<file path="src/hdl/adr_pkg.sv">
// Package: address map, region decode constants and mapping modes of the address decoder
package adr_pkg;
   localparam int ADDR_W = 32;
   localparam int SLOT_W = 7;
   localparam int NUM_SLOTS = 128;
   // Region bases and limits (inclusive)
   localparam logic [31:0] FLASH_BASE = 32'h0000_0000;
   localparam logic [31:0] FLASH_SIZE_DEF = 32'h0002_0000;
   localparam logic [31:0] BOOT_BASE = 32'h7FFF_E000;
   localparam logic [31:0] BOOT_TOP = 32'h7FFF_FFFF;
   localparam logic [31:0] SRAM_BASE = 32'h4000_0000;
   localparam logic [31:0] SRAM_SIZE_DEF = 32'h0001_0000;
   localparam logic [31:0] SRAM_LIMIT = 32'h7FFF_FFFF;
   localparam logic [31:0] EXT_BASE = 32'h8000_0000;
   localparam logic [31:0] EXT_TOP = 32'hDFFF_FFFF;
   localparam logic [31:0] SLOWP_BASE = 32'hE000_0000;
   localparam logic [31:0] FASTP_BASE = 32'hFFE0_0000;
   // Peripheral bus region: 2 MB, 128 slots of 16 KB
   localparam int PBUS_SPAN_W = 21;
   localparam int SLOT_LSB = 14;
   localparam int WORD_LSB = 2;
   // Vector overlay window: 64 bytes
   localparam int OVL_W = 6;
   localparam logic [31:0] VEC_LAST = 32'h0000_001C;
   localparam logic [31:0] OVL_LAST = 32'h0000_003F;
   // Access sizes
   localparam logic [1:0] SZ_BYTE = 2'h0;
   localparam logic [1:0] SZ_HALF = 2'h1;
   localparam logic [1:0] SZ_WORD = 2'h2;
   // Mapping mode field encoding
   localparam logic [1:0] MAP_BOOT = 2'h0;
   localparam logic [1:0] MAP_FLASH = 2'h1;
   localparam logic [1:0] MAP_RAM = 2'h2;
   // Decoded targets, one-hot
   typedef enum logic [5:0]
   {
      TGT_NONE = 6'h01,
      TGT_FLASH = 6'h02,
      TGT_SRAM = 6'h04,
      TGT_BOOT = 6'h08,
      TGT_SLOWP = 6'h10,
      TGT_FASTP = 6'h20
   } adr_tgt_t;
endpackage

</file>
<file path="src/hdl/adr_decode.sv">
// Address decoder with vector overlay, peripheral slot select and abort generation
// How it works
// - Each peripheral bus: 128 slots of 16 KB
// - Peripheral size check aborts only when the access is both narrower than a word and not word aligned
// - Vectors occupy eight words at address zero
// - Reset forces boot loader mapping mode
// - User flash mode: no overlay
// - User RAM mode overlays SRAM bottom
// - Overlay covers 64 bytes from zero
// - Overlaid memory also stays at home address
// - Boot block fixed at top of on-chip memory
// - Reserved gaps and empty slots abort always
// - External memory region always aborts
// - Fetch from any peripheral region aborts
// - Undefined slow-bus slot offsets complete normally
// - Peripherals decode only needed register bits
module adr_decode
   import adr_pkg::*;
#(
   parameter logic [31:0] FLASH_SIZE = adr_pkg::FLASH_SIZE_DEF,
   parameter logic [31:0] SRAM_SIZE = adr_pkg::SRAM_SIZE_DEF,
   parameter logic [127:0] SLOW_MASK = 128'h0000_0000_0000_0000_0000_0000_0000_FFFF,
   parameter logic [127:0] FAST_MASK = 128'h8000_0000_0000_0000_0000_0000_0000_0000,
   parameter int REG_BITS = 6
)(
   // Clock and reset
   input wire logic ref_clk,
   input wire logic rst,
   // Mapping mode control
   input wire logic map_wr,
   input wire logic [1:0] map_wdata,
   output logic [1:0] map_mode,
   // Core request
   input wire logic req_valid,
   input wire logic req_write,
   input wire logic req_fetch,
   input wire logic [1:0] req_size,
   input wire logic [31:0] req_addr,
   // Decoded access to memories and peripherals
   output logic sel_flash,
   output logic sel_sram,
   output logic sel_boot,
   output logic sel_slowp,
   output logic sel_fastp,
   output logic [6:0] sel_slot,
   output logic [31:0] sel_addr,
   output logic sel_write,
   // Abort answer
   output logic data_abort,
   output logic prefetch_abort
);
   logic [1:0] mode_reg, mode_next;
   logic [31:0] eff_addr;
   adr_tgt_t tgt;
   logic fast_bus;
   logic slot_ok;
   logic sel_flash_reg, sel_sram_reg, sel_boot_reg, sel_slowp_reg, sel_fastp_reg, sel_write_reg;
   logic sel_flash_next, sel_sram_next, sel_boot_next, sel_slowp_next, sel_fastp_next, sel_write_next;
   logic [6:0] slot_reg, slot_next;
   logic [31:0] addr_reg, addr_next;
   logic periph_pend_reg, periph_pend_next;
   logic fetch_pend_reg, fetch_pend_next;
   logic size_bad_reg, size_bad_next;
   logic dab_reg, dab_next, pab_reg, pab_next;
   logic [6:0] lookup_slot;

   function automatic logic in_rng(input logic [31:0] a, input logic [31:0] lo, input logic [31:0] hi);
      in_rng = (a >= lo) && (a <= hi);
   endfunction

   function automatic logic [31:0] pbus_offset(input logic [31:0] a, input int bits);
      logic [31:0] m;
      m = (32'h1 << (bits + WORD_LSB)) - 32'h1;
      pbus_offset = a & m & ~32'h3;
   endfunction

   always_comb
   begin
      mode_next = mode_reg;
      if (map_wr && (map_wdata <= MAP_RAM))
         mode_next = map_wdata;
   end

   always_ff @(posedge ref_clk or posedge rst)
   begin
      if (rst)
         mode_reg <= MAP_BOOT;
      else
         mode_reg <= mode_next;
   end

   // Overlay redirects only the low 64 bytes; home addresses stay decoded too
   always_comb
   begin
      eff_addr = req_addr;
      if (req_addr <= OVL_LAST)
      begin
         case (mode_reg)
            MAP_BOOT: eff_addr = BOOT_BASE | {26'h0, req_addr[OVL_W-1:0]};
            MAP_FLASH: eff_addr = req_addr;
            MAP_RAM: eff_addr = SRAM_BASE | {26'h0, req_addr[OVL_W-1:0]};
            default: eff_addr = req_addr;
         endcase
      end
   end

   // Region decode; boot block wins over the reserved gaps below it
   always_comb
   begin
      tgt = TGT_NONE;
      fast_bus = 1'b0;
      if (in_rng(eff_addr, BOOT_BASE, BOOT_TOP))
         tgt = TGT_BOOT;
      else if (in_rng(eff_addr, FLASH_BASE, FLASH_SIZE - 32'h1))
         tgt = TGT_FLASH;
      else if (in_rng(eff_addr, SRAM_BASE, SRAM_BASE + SRAM_SIZE - 32'h1))
         tgt = TGT_SRAM;
      else if (in_rng(eff_addr, EXT_BASE, EXT_TOP))
         tgt = TGT_NONE;
      else if (in_rng(eff_addr, SLOWP_BASE, SLOWP_BASE + (32'h1 << PBUS_SPAN_W) - 32'h1))
         tgt = TGT_SLOWP;
      else if (eff_addr >= FASTP_BASE)
      begin
         tgt = TGT_FASTP;
         fast_bus = 1'b1;
      end
   end

   assign lookup_slot = eff_addr[SLOT_LSB +: SLOT_W];

   adr_slot_map #(
      .SLOTS(NUM_SLOTS),
      .SLOW_MASK(SLOW_MASK),
      .FAST_MASK(FAST_MASK)
   ) u_slot_map (
      .ref_clk(ref_clk),
      .rst(rst),
      .slot(lookup_slot),
      .fast_bus(fast_bus),
      .assigned(slot_ok)
   );

   // Selects are registered with the lookup so both reach the targets in the same cycle
   always_comb
   begin
      sel_flash_next = 1'b0;
      sel_sram_next = 1'b0;
      sel_boot_next = 1'b0;
      sel_slowp_next = 1'b0;
      sel_fastp_next = 1'b0;
      sel_write_next = 1'b0;
      periph_pend_next = 1'b0;
      fetch_pend_next = 1'b0;
      size_bad_next = 1'b0;
      slot_next = lookup_slot;
      addr_next = eff_addr;
      dab_next = 1'b0;
      pab_next = 1'b0;
      if (req_valid)
      begin
         sel_write_next = req_write;
         fetch_pend_next = req_fetch;
         case (tgt)
            TGT_FLASH: sel_flash_next = 1'b1;
            TGT_SRAM: sel_sram_next = 1'b1;
            TGT_BOOT: sel_boot_next = 1'b1;
            TGT_SLOWP, TGT_FASTP:
            begin
               periph_pend_next = 1'b1;
               sel_slowp_next = (tgt == TGT_SLOWP);
               sel_fastp_next = (tgt == TGT_FASTP);
               // Only the register-select bits reach the peripheral; higher offset bits alias
               addr_next = pbus_offset(eff_addr, REG_BITS);
               size_bad_next = (req_size != SZ_WORD) && (req_addr[1:0] != 2'h0);
            end
            default:
            begin
               // Aborted write must not reach any target
               sel_write_next = 1'b0;
               dab_next = ~req_fetch;
               pab_next = req_fetch;
            end
         endcase
      end
   end

   always_ff @(posedge ref_clk or posedge rst)
   begin
      if (rst)
      begin
         sel_flash_reg <= 1'b0;
         sel_sram_reg <= 1'b0;
         sel_boot_reg <= 1'b0;
         sel_slowp_reg <= 1'b0;
         sel_fastp_reg <= 1'b0;
         sel_write_reg <= 1'b0;
         periph_pend_reg <= 1'b0;
         fetch_pend_reg <= 1'b0;
         size_bad_reg <= 1'b0;
         slot_reg <= 7'h00;
         addr_reg <= 32'h0000_0000;
         dab_reg <= 1'b0;
         pab_reg <= 1'b0;
      end
      else
      begin
         sel_flash_reg <= sel_flash_next;
         sel_sram_reg <= sel_sram_next;
         sel_boot_reg <= sel_boot_next;
         sel_slowp_reg <= sel_slowp_next;
         sel_fastp_reg <= sel_fastp_next;
         sel_write_reg <= sel_write_next;
         periph_pend_reg <= periph_pend_next;
         fetch_pend_reg <= fetch_pend_next;
         size_bad_reg <= size_bad_next;
         slot_reg <= slot_next;
         addr_reg <= addr_next;
         dab_reg <= dab_next;
         pab_reg <= pab_next;
      end
   end

   // Peripheral strobes gated by slot table, fetch and size check; aborted access strobes nothing
   logic periph_ok;
   assign periph_ok = periph_pend_reg && slot_ok && !fetch_pend_reg && !size_bad_reg;

   assign map_mode = mode_reg;
   assign sel_flash = sel_flash_reg;
   assign sel_sram = sel_sram_reg;
   assign sel_boot = sel_boot_reg;
   assign sel_slowp = sel_slowp_reg && periph_ok;
   assign sel_fastp = sel_fastp_reg && periph_ok;
   assign sel_slot = slot_reg;
   assign sel_addr = addr_reg;
   assign sel_write = sel_write_reg && (!periph_pend_reg || periph_ok);
   assign data_abort = dab_reg || (periph_pend_reg && !fetch_pend_reg && (!slot_ok || size_bad_reg));
   assign prefetch_abort = pab_reg || (periph_pend_reg && fetch_pend_reg);
endmodule

</file>
<file path="src/hdl/adr_slot_map.sv">
// Table of assigned peripheral slots, one bit per slot, with registered lookup
module adr_slot_map #(
   parameter int SLOTS = 128,
   parameter logic [127:0] SLOW_MASK = 128'h0,
   parameter logic [127:0] FAST_MASK = 128'h0
)(
   // Clock and reset
   input wire logic ref_clk,
   input wire logic rst,
   // Lookup
   input wire logic [6:0] slot,
   input wire logic fast_bus,
   output logic assigned
);
   logic assigned_next;
   always_comb
   begin
      assigned_next = fast_bus ? FAST_MASK[slot] : SLOW_MASK[slot];
   end
   always_ff @(posedge ref_clk or posedge rst)
   begin
      if (rst)
         assigned <= 1'b0;
      else
         assigned <= assigned_next;
   end
endmodule

</file>
<file path="config.mk">
export PLATFORM = sky130hd
export DESIGN_NAME = adr_decode
export DESIGN_NICKNAME = d
export VERILOG_FILES = /design/src/hdl/adr_pkg.sv /design/src/hdl/adr_decode.sv /design/src/hdl/adr_slot_map.sv
export SDC_FILE = /design/constraint.sdc
export NUM_CORES = 1
export LEC_CHECK = 0
export BUFFER_PORTS_ARGS = -buffer_cell sky130_fd_sc_hd__buf_2
export CORE_MARGIN = 3
export CORE_UTILIZATION = 50
export DETAILED_ROUTE_END_ITERATION = 7
export HOLD_SLACK_MARGIN = 0.02
export PLACE_DENSITY = 0.84
export SLEW_MARGIN = 20
export SYNTH_ARGS = -nofsm -noshare
export SYNTH_HDL_FRONTEND = slang
export SYNTH_SLANG_ARGS = --single-unit
export TNS_END_PERCENT = 30
</file>
<file path="constraint.sdc">
create_clock -name ref_clk -period 3.5 [get_ports ref_clk]
set_clock_uncertainty 0.05 [all_clocks]
set_input_delay 0.175 -clock ref_clk [delete_from_list [all_inputs] [get_ports ref_clk]]
set_output_delay 0.175 -clock ref_clk [all_outputs]
set_load 0.005 [all_outputs]
</file>
# Word-level counts from Yosys, hierarchy flattened
# Memories as Yosys holds them, arrays and structs flattened.
# Index checks and enable logic that the tools add are counted.
# totals
ff_bits,53
romBits,256
in_bits,42
out_inout_bits,49
n_memories,2
# op_classes
order_cmp,14
eq_ne,7
n_mux,40
n_bitwise,1
n_reduce_logical,28
# mem_list
name,words,word_bits,rd,rd_ports_with_merged_regs,write_ports,line_no,rtl
(no name shown),128,1,1,0,0,adr_slot_map.sv:18,assigned_next = fast_bus ? FAST_MASK[slot] : SLOW_MASK[slot];
(no name shown),128,1,1,0,0,adr_slot_map.sv:18,
# ops
cell,n
$ge A32 B32 Y1 const B,3
$mux W32,3
$ge A32 B31 Y1 const B,2
$le A32 B31 Y1 const B,2
$le A32 B32 Y1 const B,2
$pmux W32 S2,1
$mux W6,6
$ge A32 B1 Y1 const B,1
$le A32 B17 Y1 const B,1
$le A32 B6 Y1 const B,1
$mux W1,30
$logic_and A1 B1 Y1,16
$lt A7 B8 Y1 const B,1
$eq A6 B2 Y1 const B,1
$eq A6 B3 Y1 const B,1
$eq A6 B4 Y1 const B,1
$eq A6 B5 Y1 const B,1
$eq A6 B6 Y1 const B,1
$reduce_or A5 Y1,1
$logic_not A1 Y1,4
$logic_or A1 B1 Y1,4
$eq A2 B2 Y1 const B,1
$le A2 B2 Y1 const B,1
$logic_not A2 Y1,1
4 further kinds,4

# Longest topological paths before layout
# Gate-level depths: netlist (run 1).
# depth
ltp_word,14
mapped_depth,6
depth_no_buf,5

# Cells and area by module
# Synthesis (run 1) repeated with hierarchy kept, for this count alone.
# unflattened
hier_cells,175
area_unflattened_um2,2060.7
# by_module_without_submodules
module,n_inst,cells_each,area_per_inst_um2
adr_decode,1,169,2006.9
adr_slot_map,1,6,53.8

# Worst setup path before layout (run 1)
# Ideal clock, no wire load.
# synth_timing
kind,input to register
startpoint,input req_addr[26]
endpoint,register addr_reg[14] (netlist: sel_addr[14])
t_arrival_ns,2.039
required_time_ns,3.331
setup_slack_ns,1.292
cell_stages,6
cell_sequence,or4_1 > or4_4 > nor3_4 > o311ai_4 > buf_6 > and2_1
# synth_between
elab_chain_len,13
elab_cells_between_ends,30
# synth_rtl
item,line_no,rtl
"start, declared",adr_decode.sv:38,"input wire logic [31:0] req_addr,"
$le A32 B6 Y1 or $pmux W32 S2 (tied branches),"adr_decode.sv:96, adr_decode.sv:98",
$mux W32 *,adr_decode.sv:96,if (req_addr <= OVL_LAST)
"$ge A32 B32 Y1, or another cell as far along",adr_decode.sv:122,else if (eff_addr >= FASTP_BASE)
$mux W6 or $logic_and A1 B1 Y1 (tied branches),"adr_decode.sv:122, adr_decode.sv:68",
$mux W6,adr_decode.sv:120,"else if (in_rng(eff_addr, SLOWP_BASE, SLOWP_BASE + (32'h1 << PBUS_SPAN_W) - 32'h1))"
$mux W6,adr_decode.sv:118,"else if (in_rng(eff_addr, EXT_BASE, EXT_TOP))"
$mux W6,adr_decode.sv:116,"else if (in_rng(eff_addr, SRAM_BASE, SRAM_BASE + SRAM_SIZE - 32'h1))"
$mux W6,adr_decode.sv:114,"else if (in_rng(eff_addr, FLASH_BASE, FLASH_SIZE - 32'h1))"
$mux W6,adr_decode.sv:112,"if (in_rng(eff_addr, BOOT_BASE, BOOT_TOP))"
$eq A6 B5 Y1 or $eq A6 B6 Y1 (tied branches),adr_decode.sv:163,case (tgt)
$reduce_or A2 Y1,adr_decode.sv:163,
$mux W32,adr_decode.sv:163,
$mux W32 *,adr_decode.sv:159,if (req_valid)
named net addr_next[14],adr_decode.sv:60,"logic [31:0] addr_reg, addr_next;"
"end signal, assigned",adr_decode.sv:217,addr_reg <= addr_next;
"end, declared",adr_decode.sv:60,
# The timed path passes the listed nets; every way through them passes the cells marked *.
# A chain may end at the register's enable or synchronous reset.

# Worst setup path after layout (run 1)
# layout_timing
startpoint,input req_addr[26]
endpoint,register addr_reg[18] (netlist: sel_addr[18])
# Same word-level chain as after synthesis.

==> summary.txt, run 1 <==
Floorplan
  – Die W: around 70 um
  – Starting Density: 0.536
  – FP Rows: 22
  – I/O pins: 91
  – Die area: around 0.0048 mm^2
  – Total core area: between 0.003 and 0.004 mm^2
  – Chip height: 69.6 um

Setup path
  – Req. time, crit path: 3.64 ns
  – Worst setup path startpoint: req_addr[26]
  – CP max FO: 28
  – CP Cell Sequence: buf_2 > or4_1 > or4_4 > nor3_4 > o311ai_4 > and2_1
  – Startpoint Class: input port
  – Worst r2r src: map_mode[0]$_DFFE_PP0P_
  – Reg2Reg Setup Slack: ~1.5 ns
  – Worst setup path class: in -> reg
  – Critical-path top delay cell: or4_4
  – Worst Setup End Kind: flip-flop
  – Worst Path Arrival: between 2 and 2.5 ns
  – Max incr delay on CP: a little under 0.6 ns

Status
  – Failing checks: negative hold slack
  – Outcome: finished, violations left

GRT
  – Gr usage total: 0.192
  – Pin count of the biggest net entering global routing: 54
  – Global route hottest layer: met2
  – Met2 Track Usage GR: 0.310
  – Met1 Use GR: 0.226
  – Total gr overflow: 0
  – Vias in the first global route: between 1500 and 2000
  – Initial antenna violation count: 0
  – Global-route wire length before repair: between 7000 and 8000 um
  – GR met3 Demand/Resource: 0.0783

STA
  – Highest Clock Rate: between 400 and 500 MHz
  – Min Hold Slack: -0.0292 ns
  – Final WS setup: 1.32 ns
  – RSZ-0062 raised after global routing: no
  – Final setup viols: 0
  – Relative slew slack: 0.358
  – Total negative slack: 0 ns
  – Endpoints failing hold: 53
  – Worst slew pin tran: roughly 0.96 ns
  – Fin crit share: 0.622
  – Tmin final: roughly 2.2 ns
  – Slew Limit Fails: 0

Logic synthesis
  – Sequential-to-total area share from yosys stat: 0.657
  – Synthesized area: a little over 0.002 mm^2
  – Syn_area_per_cell: ~13 um^2
  – Synth top area cells: dfrtp_1 (66%), and2_1 (6.2%), o21a_1 (4.1%)
  – Post-synth net total: between 200 and 250
  – Flip-flop and latch count after synthesis: 53
  – Mapped Cells: between 150 and 200
  – Yosys warnings: 0
  – Number of distinct library cells after synthesis: 30
  – Area leader, netlist: dfrtp_1
  – Yosys top cell area share: 0.657

Clock tree
  – CTS tree: yes
  – Clock sinks: 53
  – Num CTS Buffers: 5
  – Clk pin slew, worst setup/hold paths: 0.08 ns
  – Clock tree buffer depth: 2
  – Worst skew pair latency: roughly 0.30 ns
  – Root Driver: clkbuf_8
  – # resized after CTS: 0
  – H-tree levels: 2

Drt
  – Post-Route WL: about 4400 um
  – Iteration-0 DRC Markers: 56
  – Routed Antenna Nets: 0
  – Via-per-instance ratio: a little over 5
  – Drt pass-1 iters: 4
  – WL/cell: approximately 14 um
  – Vias: approximately 1600
  – DRC viols: 0

Cells and area
  – Most frequent cells in the layout: buf_2 (90), dfrtp_1 (53), and2_1 (20), o21a_1 (11), nor2_1 (10)
  – Filler cells: 275
  – Syn-to-layout area delta: 31.2%
  – Share of cells above drive strength 1: 0.427
  – Final #Nets: between 300 and 400
  – Antenna Cells: 0
  – Max FFs per register: 32
  – Commonest non-fill, non-tap cell in the layout: buf_2

Placed design
  – Port buffer count: 90
  – Placement Setup Slack: between 1 and 1.5 ns
  – GPL Wtd Cong: 0.752
  – Post-DP HPWL: 3270 um

Run
  – Max-Cap Viols: 0

Pwr
  – Power Density: just over 400 mW/mm^2
  – P_leak: ~1.4 nW
  – Worst VDD drop: ~0.00028 V

Worst hold path
  – Hold crit path type: in -> async
==> per-stage QoR <==
| step | hold slack, ns | utilization | instances | total power (W) | instance area, um^2 |
|---|---|---|---|---|---|
| detailed placement | 0.236 | 0.661 | 294 | 0.000773 | 2490 |
| finish | -0.0292 | 0.703 | 308 | 0.00109 | 2650 |
| CTS | 0.0404 | 0.702 | 308 | 0.00110 | 2650 |
| floorplan | 0.156 | - | 161 | 0.000705 | 2020 |
| global route | 0.0323 | 0.703 | 308 | 0.00115 | 2650 |
| global placement | 0.234 | 0.661 | 294 | 0.000770 | 2490 |
==> path summary, 6_finish.rpt <==
| path | endpoint | cells past startpoint |
|---|---|---|
| worst max-delay path | sel_addr[18]$_DFF_PP0_ | 6 |
| worst min-delay path | sel_addr[0]$_DFF_PP0_ | 2 |
| worst max register to register | sel_addr[18]$_DFF_PP0_ | 5 |
| worst min register to register | map_mode[0]$_DFFE_PP0P_ | 2 |
| max in group asynchronous | sel_addr[16]$_DFF_PP0_ | 2 |
| min in group ref_clk | sel_addr[8]$_DFF_PP0_ | 2 |
==> synthesized netlist by cell type, drive strengths merged <==
library cell / instances
nand3: 3
nand2: 3
nor3b: 1
nor2: 10
inv: 7
a31o: 1
a21o: 4
a211o: 1
o22ai: 1
nor3: 7
dfrtp: 53
nand4: 2
o211a: 2
buf: 4
nor4: 5
clkbuf: 2
o21ai: 5
or4: 4
a41oi: 1
or2: 8
or3: 1
o21a: 11
and2: 21
o311ai: 1
nand2b: 1
nor2b: 2
==> timing repair <==
action                                 4_1_cts  5_1_grt
setup buffers                                0        0
hold buffers                                 7        0
endpoints found under the hold margin        7        0
==> layer usage <==
| layer | up-vias | wire length [um] |
|---|---|---|
| met4 | 0 | 103 |
| met3 | 10 | 350 |
| met1 | 744 | 1760 |
| met5 | - | 0 |
| met2 | 60 | 2220 |
| li1 | 743 | - |
==> cell families (layout without fill, tap and decap cells) <==
logic type             after synthesis  after routing  share of synthesized area
and+or+nand+nor                     68             68                      0.201
buffers and inverters               13            112                     0.0353
DFF                                 53             53                      0.657
AOI/OAI and AO/OA                   27             27                      0.107
==> worst max-delay path: cells and delay by family <==
kind | cells | cell delay (ns)
buf+inv | 1 | 0.11
simple gates | 4 | 1.71
compound gates | 1 | 0.32
==> cell type report <==
type | instances | area, um^2 | area share
timing repair buffer | 98 | 528 | 0.199
inverter | 7 | 27.5 | 0.0104
tap | 48 | 60.1 | 0.0227
sequential | 53 | 1330 | 0.500
clock buffer | 7 | 86.3 | 0.0326
multi-input combinational | 95 | 622 | 0.235
==> power breakdown <==
group          switching, W  internal, W  total [W]
logic             0.0000581    0.0000588   0.000117
registers        0.00000917     0.000639   0.000648
clock network      0.000172     0.000157   0.000329
Power figures use the tool's default switching activity.
==> run 2: changes to the inputs <==
- CORE_UTILIZATION: 50 -> 42
- PLACE_DENSITY: 0.84 -> 0.75
- clock period: 3.5 -> 2 ns (I/O delays scaled with it)
==> run 2 against run 1 <==
Effect of this change:
- the flow now finishes without violations
- count of clock-buffer cells in the layout fell by 1
- hold slack improved by 0.078 ns
- worst setup slack got worse by 1.3 ns
- first-iteration DRC count rose by 20%
- global-route usage fell by 1.1 points
- power rose by 95%
- critical path type unchanged
- largest cell class unchanged
==> summary.txt, run 2 (synthesis results as in run 1) <==
Worst hold path
  – Hold crit path type: in -> reg (was in -> async)

Floorplan
  – Starting Density: 0.448 (was 0.536)
  – Chip height: 75.3 um (was 69.6 um)
  – Die W: 75.3 um (was 69.6 um)
  – Die area: 0.00568 mm^2 (was 0.00484 mm^2)
  – FP Rows: 24 (was 22)
  – Total core area: 0.00450 mm^2 (was 0.00377 mm^2)
  – I/O pins: 91 (unchanged)

Setup path
  – Max incr delay on CP: 0.57 ns (was 0.59 ns)
  – CP Cell Sequence: buf_2 > or4_4 > or4_4 > nor3_4 > buf_4 > a211o_1 > nor4_1 (was buf_2 > or4_1 > or4_4 > nor3_4 > o311ai_4 > and2_1)
  – Worst setup path startpoint: req_addr[28] (was req_addr[26])
  – Startpoint Class: input port (unchanged)
  – Worst setup path class: in -> reg (unchanged)
  – Worst r2r src: map_mode[0]$_DFFE_PP0P_ (unchanged)
  – Worst Setup End Kind: flip-flop (unchanged)
  – Most used cell, CP: or4_4
  – Critical Path Stages: 7 (was 6)
  – Crit path capture: sel_slowp_reg$_DFF_PP0_ (was sel_addr[18]$_DFF_PP0_)
  – FF-to-FF path depth: 6 (was 5)
  – Req. time, crit path: 2.13 ns (was 3.64 ns)
  – CP max FO: 9 (was 28)
  – Crit path buffers/inverters: 2 (was 1)
  – RR Endpoint: sel_slowp_reg$_DFF_PP0_ (was sel_addr[18]$_DFF_PP0_)
  – Critical-path top delay cell: or4_4 (unchanged)
  – Worst Path Arrival: 2.09 ns (was 2.31 ns)
  – Reg2Reg Setup Slack: 0.19 ns (was 1.52 ns)
  – Largest delay share family, worst path: simple AND/OR/NAND/NOR gates (unchanged)

Drt
  – Post-Route WL: 5010 um (was 4430 um)
  – WL/cell: 14.2 um (was 14.4 um)
  – DRC viols: 0 (unchanged)
  – Routed Antenna Nets: 0 (unchanged)
  – M1 WL: 2050 um (was 1760 um)
  – Total length of routed met3 wires: 255 um (was 350 um)
  – Highest routed layer: met4 (unchanged)
  – Met2 wire length: 2600 um (was 2220 um)
  – Iteration-0 DRC Markers: 67 (was 56)
  – Via-per-instance ratio: 4.76 (was 5.06)
  – Drt pass-1 iters: 4 (unchanged)
  – Vias: 1679 (was 1557)

STA
  – Min Hold Slack: 0.0484 ns (was -0.0292 ns)
  – RSZ-0062 raised after global routing: no (unchanged)
  – Slew Limit Fails: 0 (unchanged)
  – Final setup viols: 0 (unchanged)
  – Tmin final: approximately 2.0 ns
  – Worst slew pin tran: 0.410 ns (was 0.960 ns)
  – Fin crit share: 0.982
  – Endpoints failing hold: 0 (was 53)
  – Highest Clock Rate: a little over 500 MHz
  – Relative slew slack: 0.725 (was 0.358)

Clock tree
  – Clk pin slew, worst setup/hold paths: 0.09 ns (was 0.08 ns)
  – H-tree levels: 2 (unchanged)
  – Root Driver: clkbuf_8 (unchanged)
  – CTS tree: yes (unchanged)
  – Clock tree buffer depth: 2 (unchanged)
  – Num CTS Buffers: 5 (unchanged)
  – Worst skew pair latency: 0.30 ns (about the same)
  – Clock sinks: 53 (unchanged)

Run
  – Max-Cap Viols: 0 (unchanged)

Pwr
  – Worst VDD drop: 0.000331 V (was 0.000279 V)
  – Power Density: 695 mW/mm^2 (was 413 mW/mm^2)
  – Pwr Total: 0.00214 W (was 0.00109 W)
  – P_leak: 1.57 nW (was 1.37 nW)

GRT
  – Vias in the first global route: 1636 (was 1538)
  – Gr usage total: 0.181 (was 0.192)
  – Initial antenna violation count: 0 (unchanged)
  – Global-route wire length before repair: 7670 um (was 7220 um)
  – Total gr overflow: 0 (unchanged)
  – Pin count of the biggest net entering global routing: 54 (unchanged)

Cells and area
  – Final #Nets: 342 (was 302)
  – Most frequent cells in the layout: buf_2 (90), dfrtp_1 (53), dlygate4sd3_1 (27), and2_1 (20), buf_4 (19) (was buf_2 (90), dfrtp_1 (53), and2_1 (20), o21a_1 (11), nor2_1 (10))
  – Filler cells: 315 (was 275)
  – Share of cells above drive strength 1: 0.449 (was 0.427)
  – Commonest non-fill, non-tap cell in the layout: buf_2 (unchanged)
  – Layout Cells excl Fill: 353 (was 308)
  – Antenna Cells: 0 (unchanged)
  – Syn-to-layout area delta: 52.3% (was 31.2%)
  – Max FFs per register: 32 (unchanged)

Placed design
  – Post-DP HPWL: 3590 um (was 3270 um)
  – GPL Wtd Cong: 0.845 (was 0.752)
  – Cells after DPL: 317 (was 294)
  – Port buffer count: 90 (unchanged)

Status
  – Outcome: finished, final reports clean (was finished, violations left)
## run 2: cell types whose count changed in the layout (fill, tap and decap cells not counted)
cell | before | now
bufinv_16 | 0 | 1
buf_4 | 1 | 19
nor4_2 | 0 | 2
buf_12 | 0 | 2
dlygate4sd3_1 | 7 | 27
clkinvlp_4 | 0 | 1
nor4_1 | 5 | 3
clkbuf_1 | 1 | 0
clkinv_2 | 1 | 0
inv_2 | 0 | 1
## run 2: area by class of cell
class / count / area [um^2] / area share
Timing Repair Buffer: 138 / 903 / 0.294
Multi-Input combinational cell: 95 / 634 / 0.206
Tap cell: 52 / 65.1 / 0.0212
Inverter: 7 / 26.3 / 0.00854
Clock inverter: 2 / 37.5 / 0.0122
Sequential cell: 53 / 1330 / 0.431
Clock buffer: 6 / 82.6 / 0.0269
## run 2: worst min-delay path by stage
stage	endpoint	from	depth (start not counted)	slack (ns)
after floorplan	sel_addr[2]$_DFF_PP0_	req_addr[2]	0	0.08
after global placement	sel_addr[5]$_DFF_PP0_	rst	3	0.11
after detailed placement	sel_addr[5]$_DFF_PP0_	rst	3	0.12
after CTS	sel_slot[0]$_DFF_PP0_	req_addr[14]	2	0.02
after global routing	sel_fastp_reg$_DFF_PP0_	req_valid	2	0.04
final	sel_slot[0]$_DFF_PP0_	req_addr[14]	2	0.05
## run 2: repair_timing
action                                  CTS  global route
resized for setup                         0             2
endpoints found under the setup margin    0            23
setup buffers                             0             1
hold buffers                             27             0
endpoints found under the hold margin    80             0
## run 2: per-layer routing
metal  track usage  vias to the layer above
li1              -                      822
met4        0.0777                        0
met3        0.0330                       12
met5             0                        -
met1         0.224                      799
met2         0.310                       46
## run 2: worst reg2reg max path, delay by kind of cell (launching register included)
kind            cells  cell delay [ns]
buf+inv             1             0.20
simple gates        4             0.82
compound gates      1             0.21
flops               1             0.41
## run 2: power by group
group	internal [W]	leakage, nW	switching [W]
registers	0.00112	0.643	0.0000158
clock network	0.000407	0.0574	0.000330
logic	0.000148	0.874	0.000117
total	0.00167	1.57	0.000463
## run 2: stage by stage
stage	utilization	cell area, um^2	setup WS [ns]	TNS, ns
6_report	0.683	3080	0.0370	0
5_1_grt	0.683	3080	0.00195	0
4_1_cts	0.678	3060	0.0520	0
3_5_place_dp	0.592	2670	-0.260	-7.28
3_3_place_gp	0.592	2670	-0.214	-5.49
2_1_floorplan	-	2020	-0.0747	-1.03
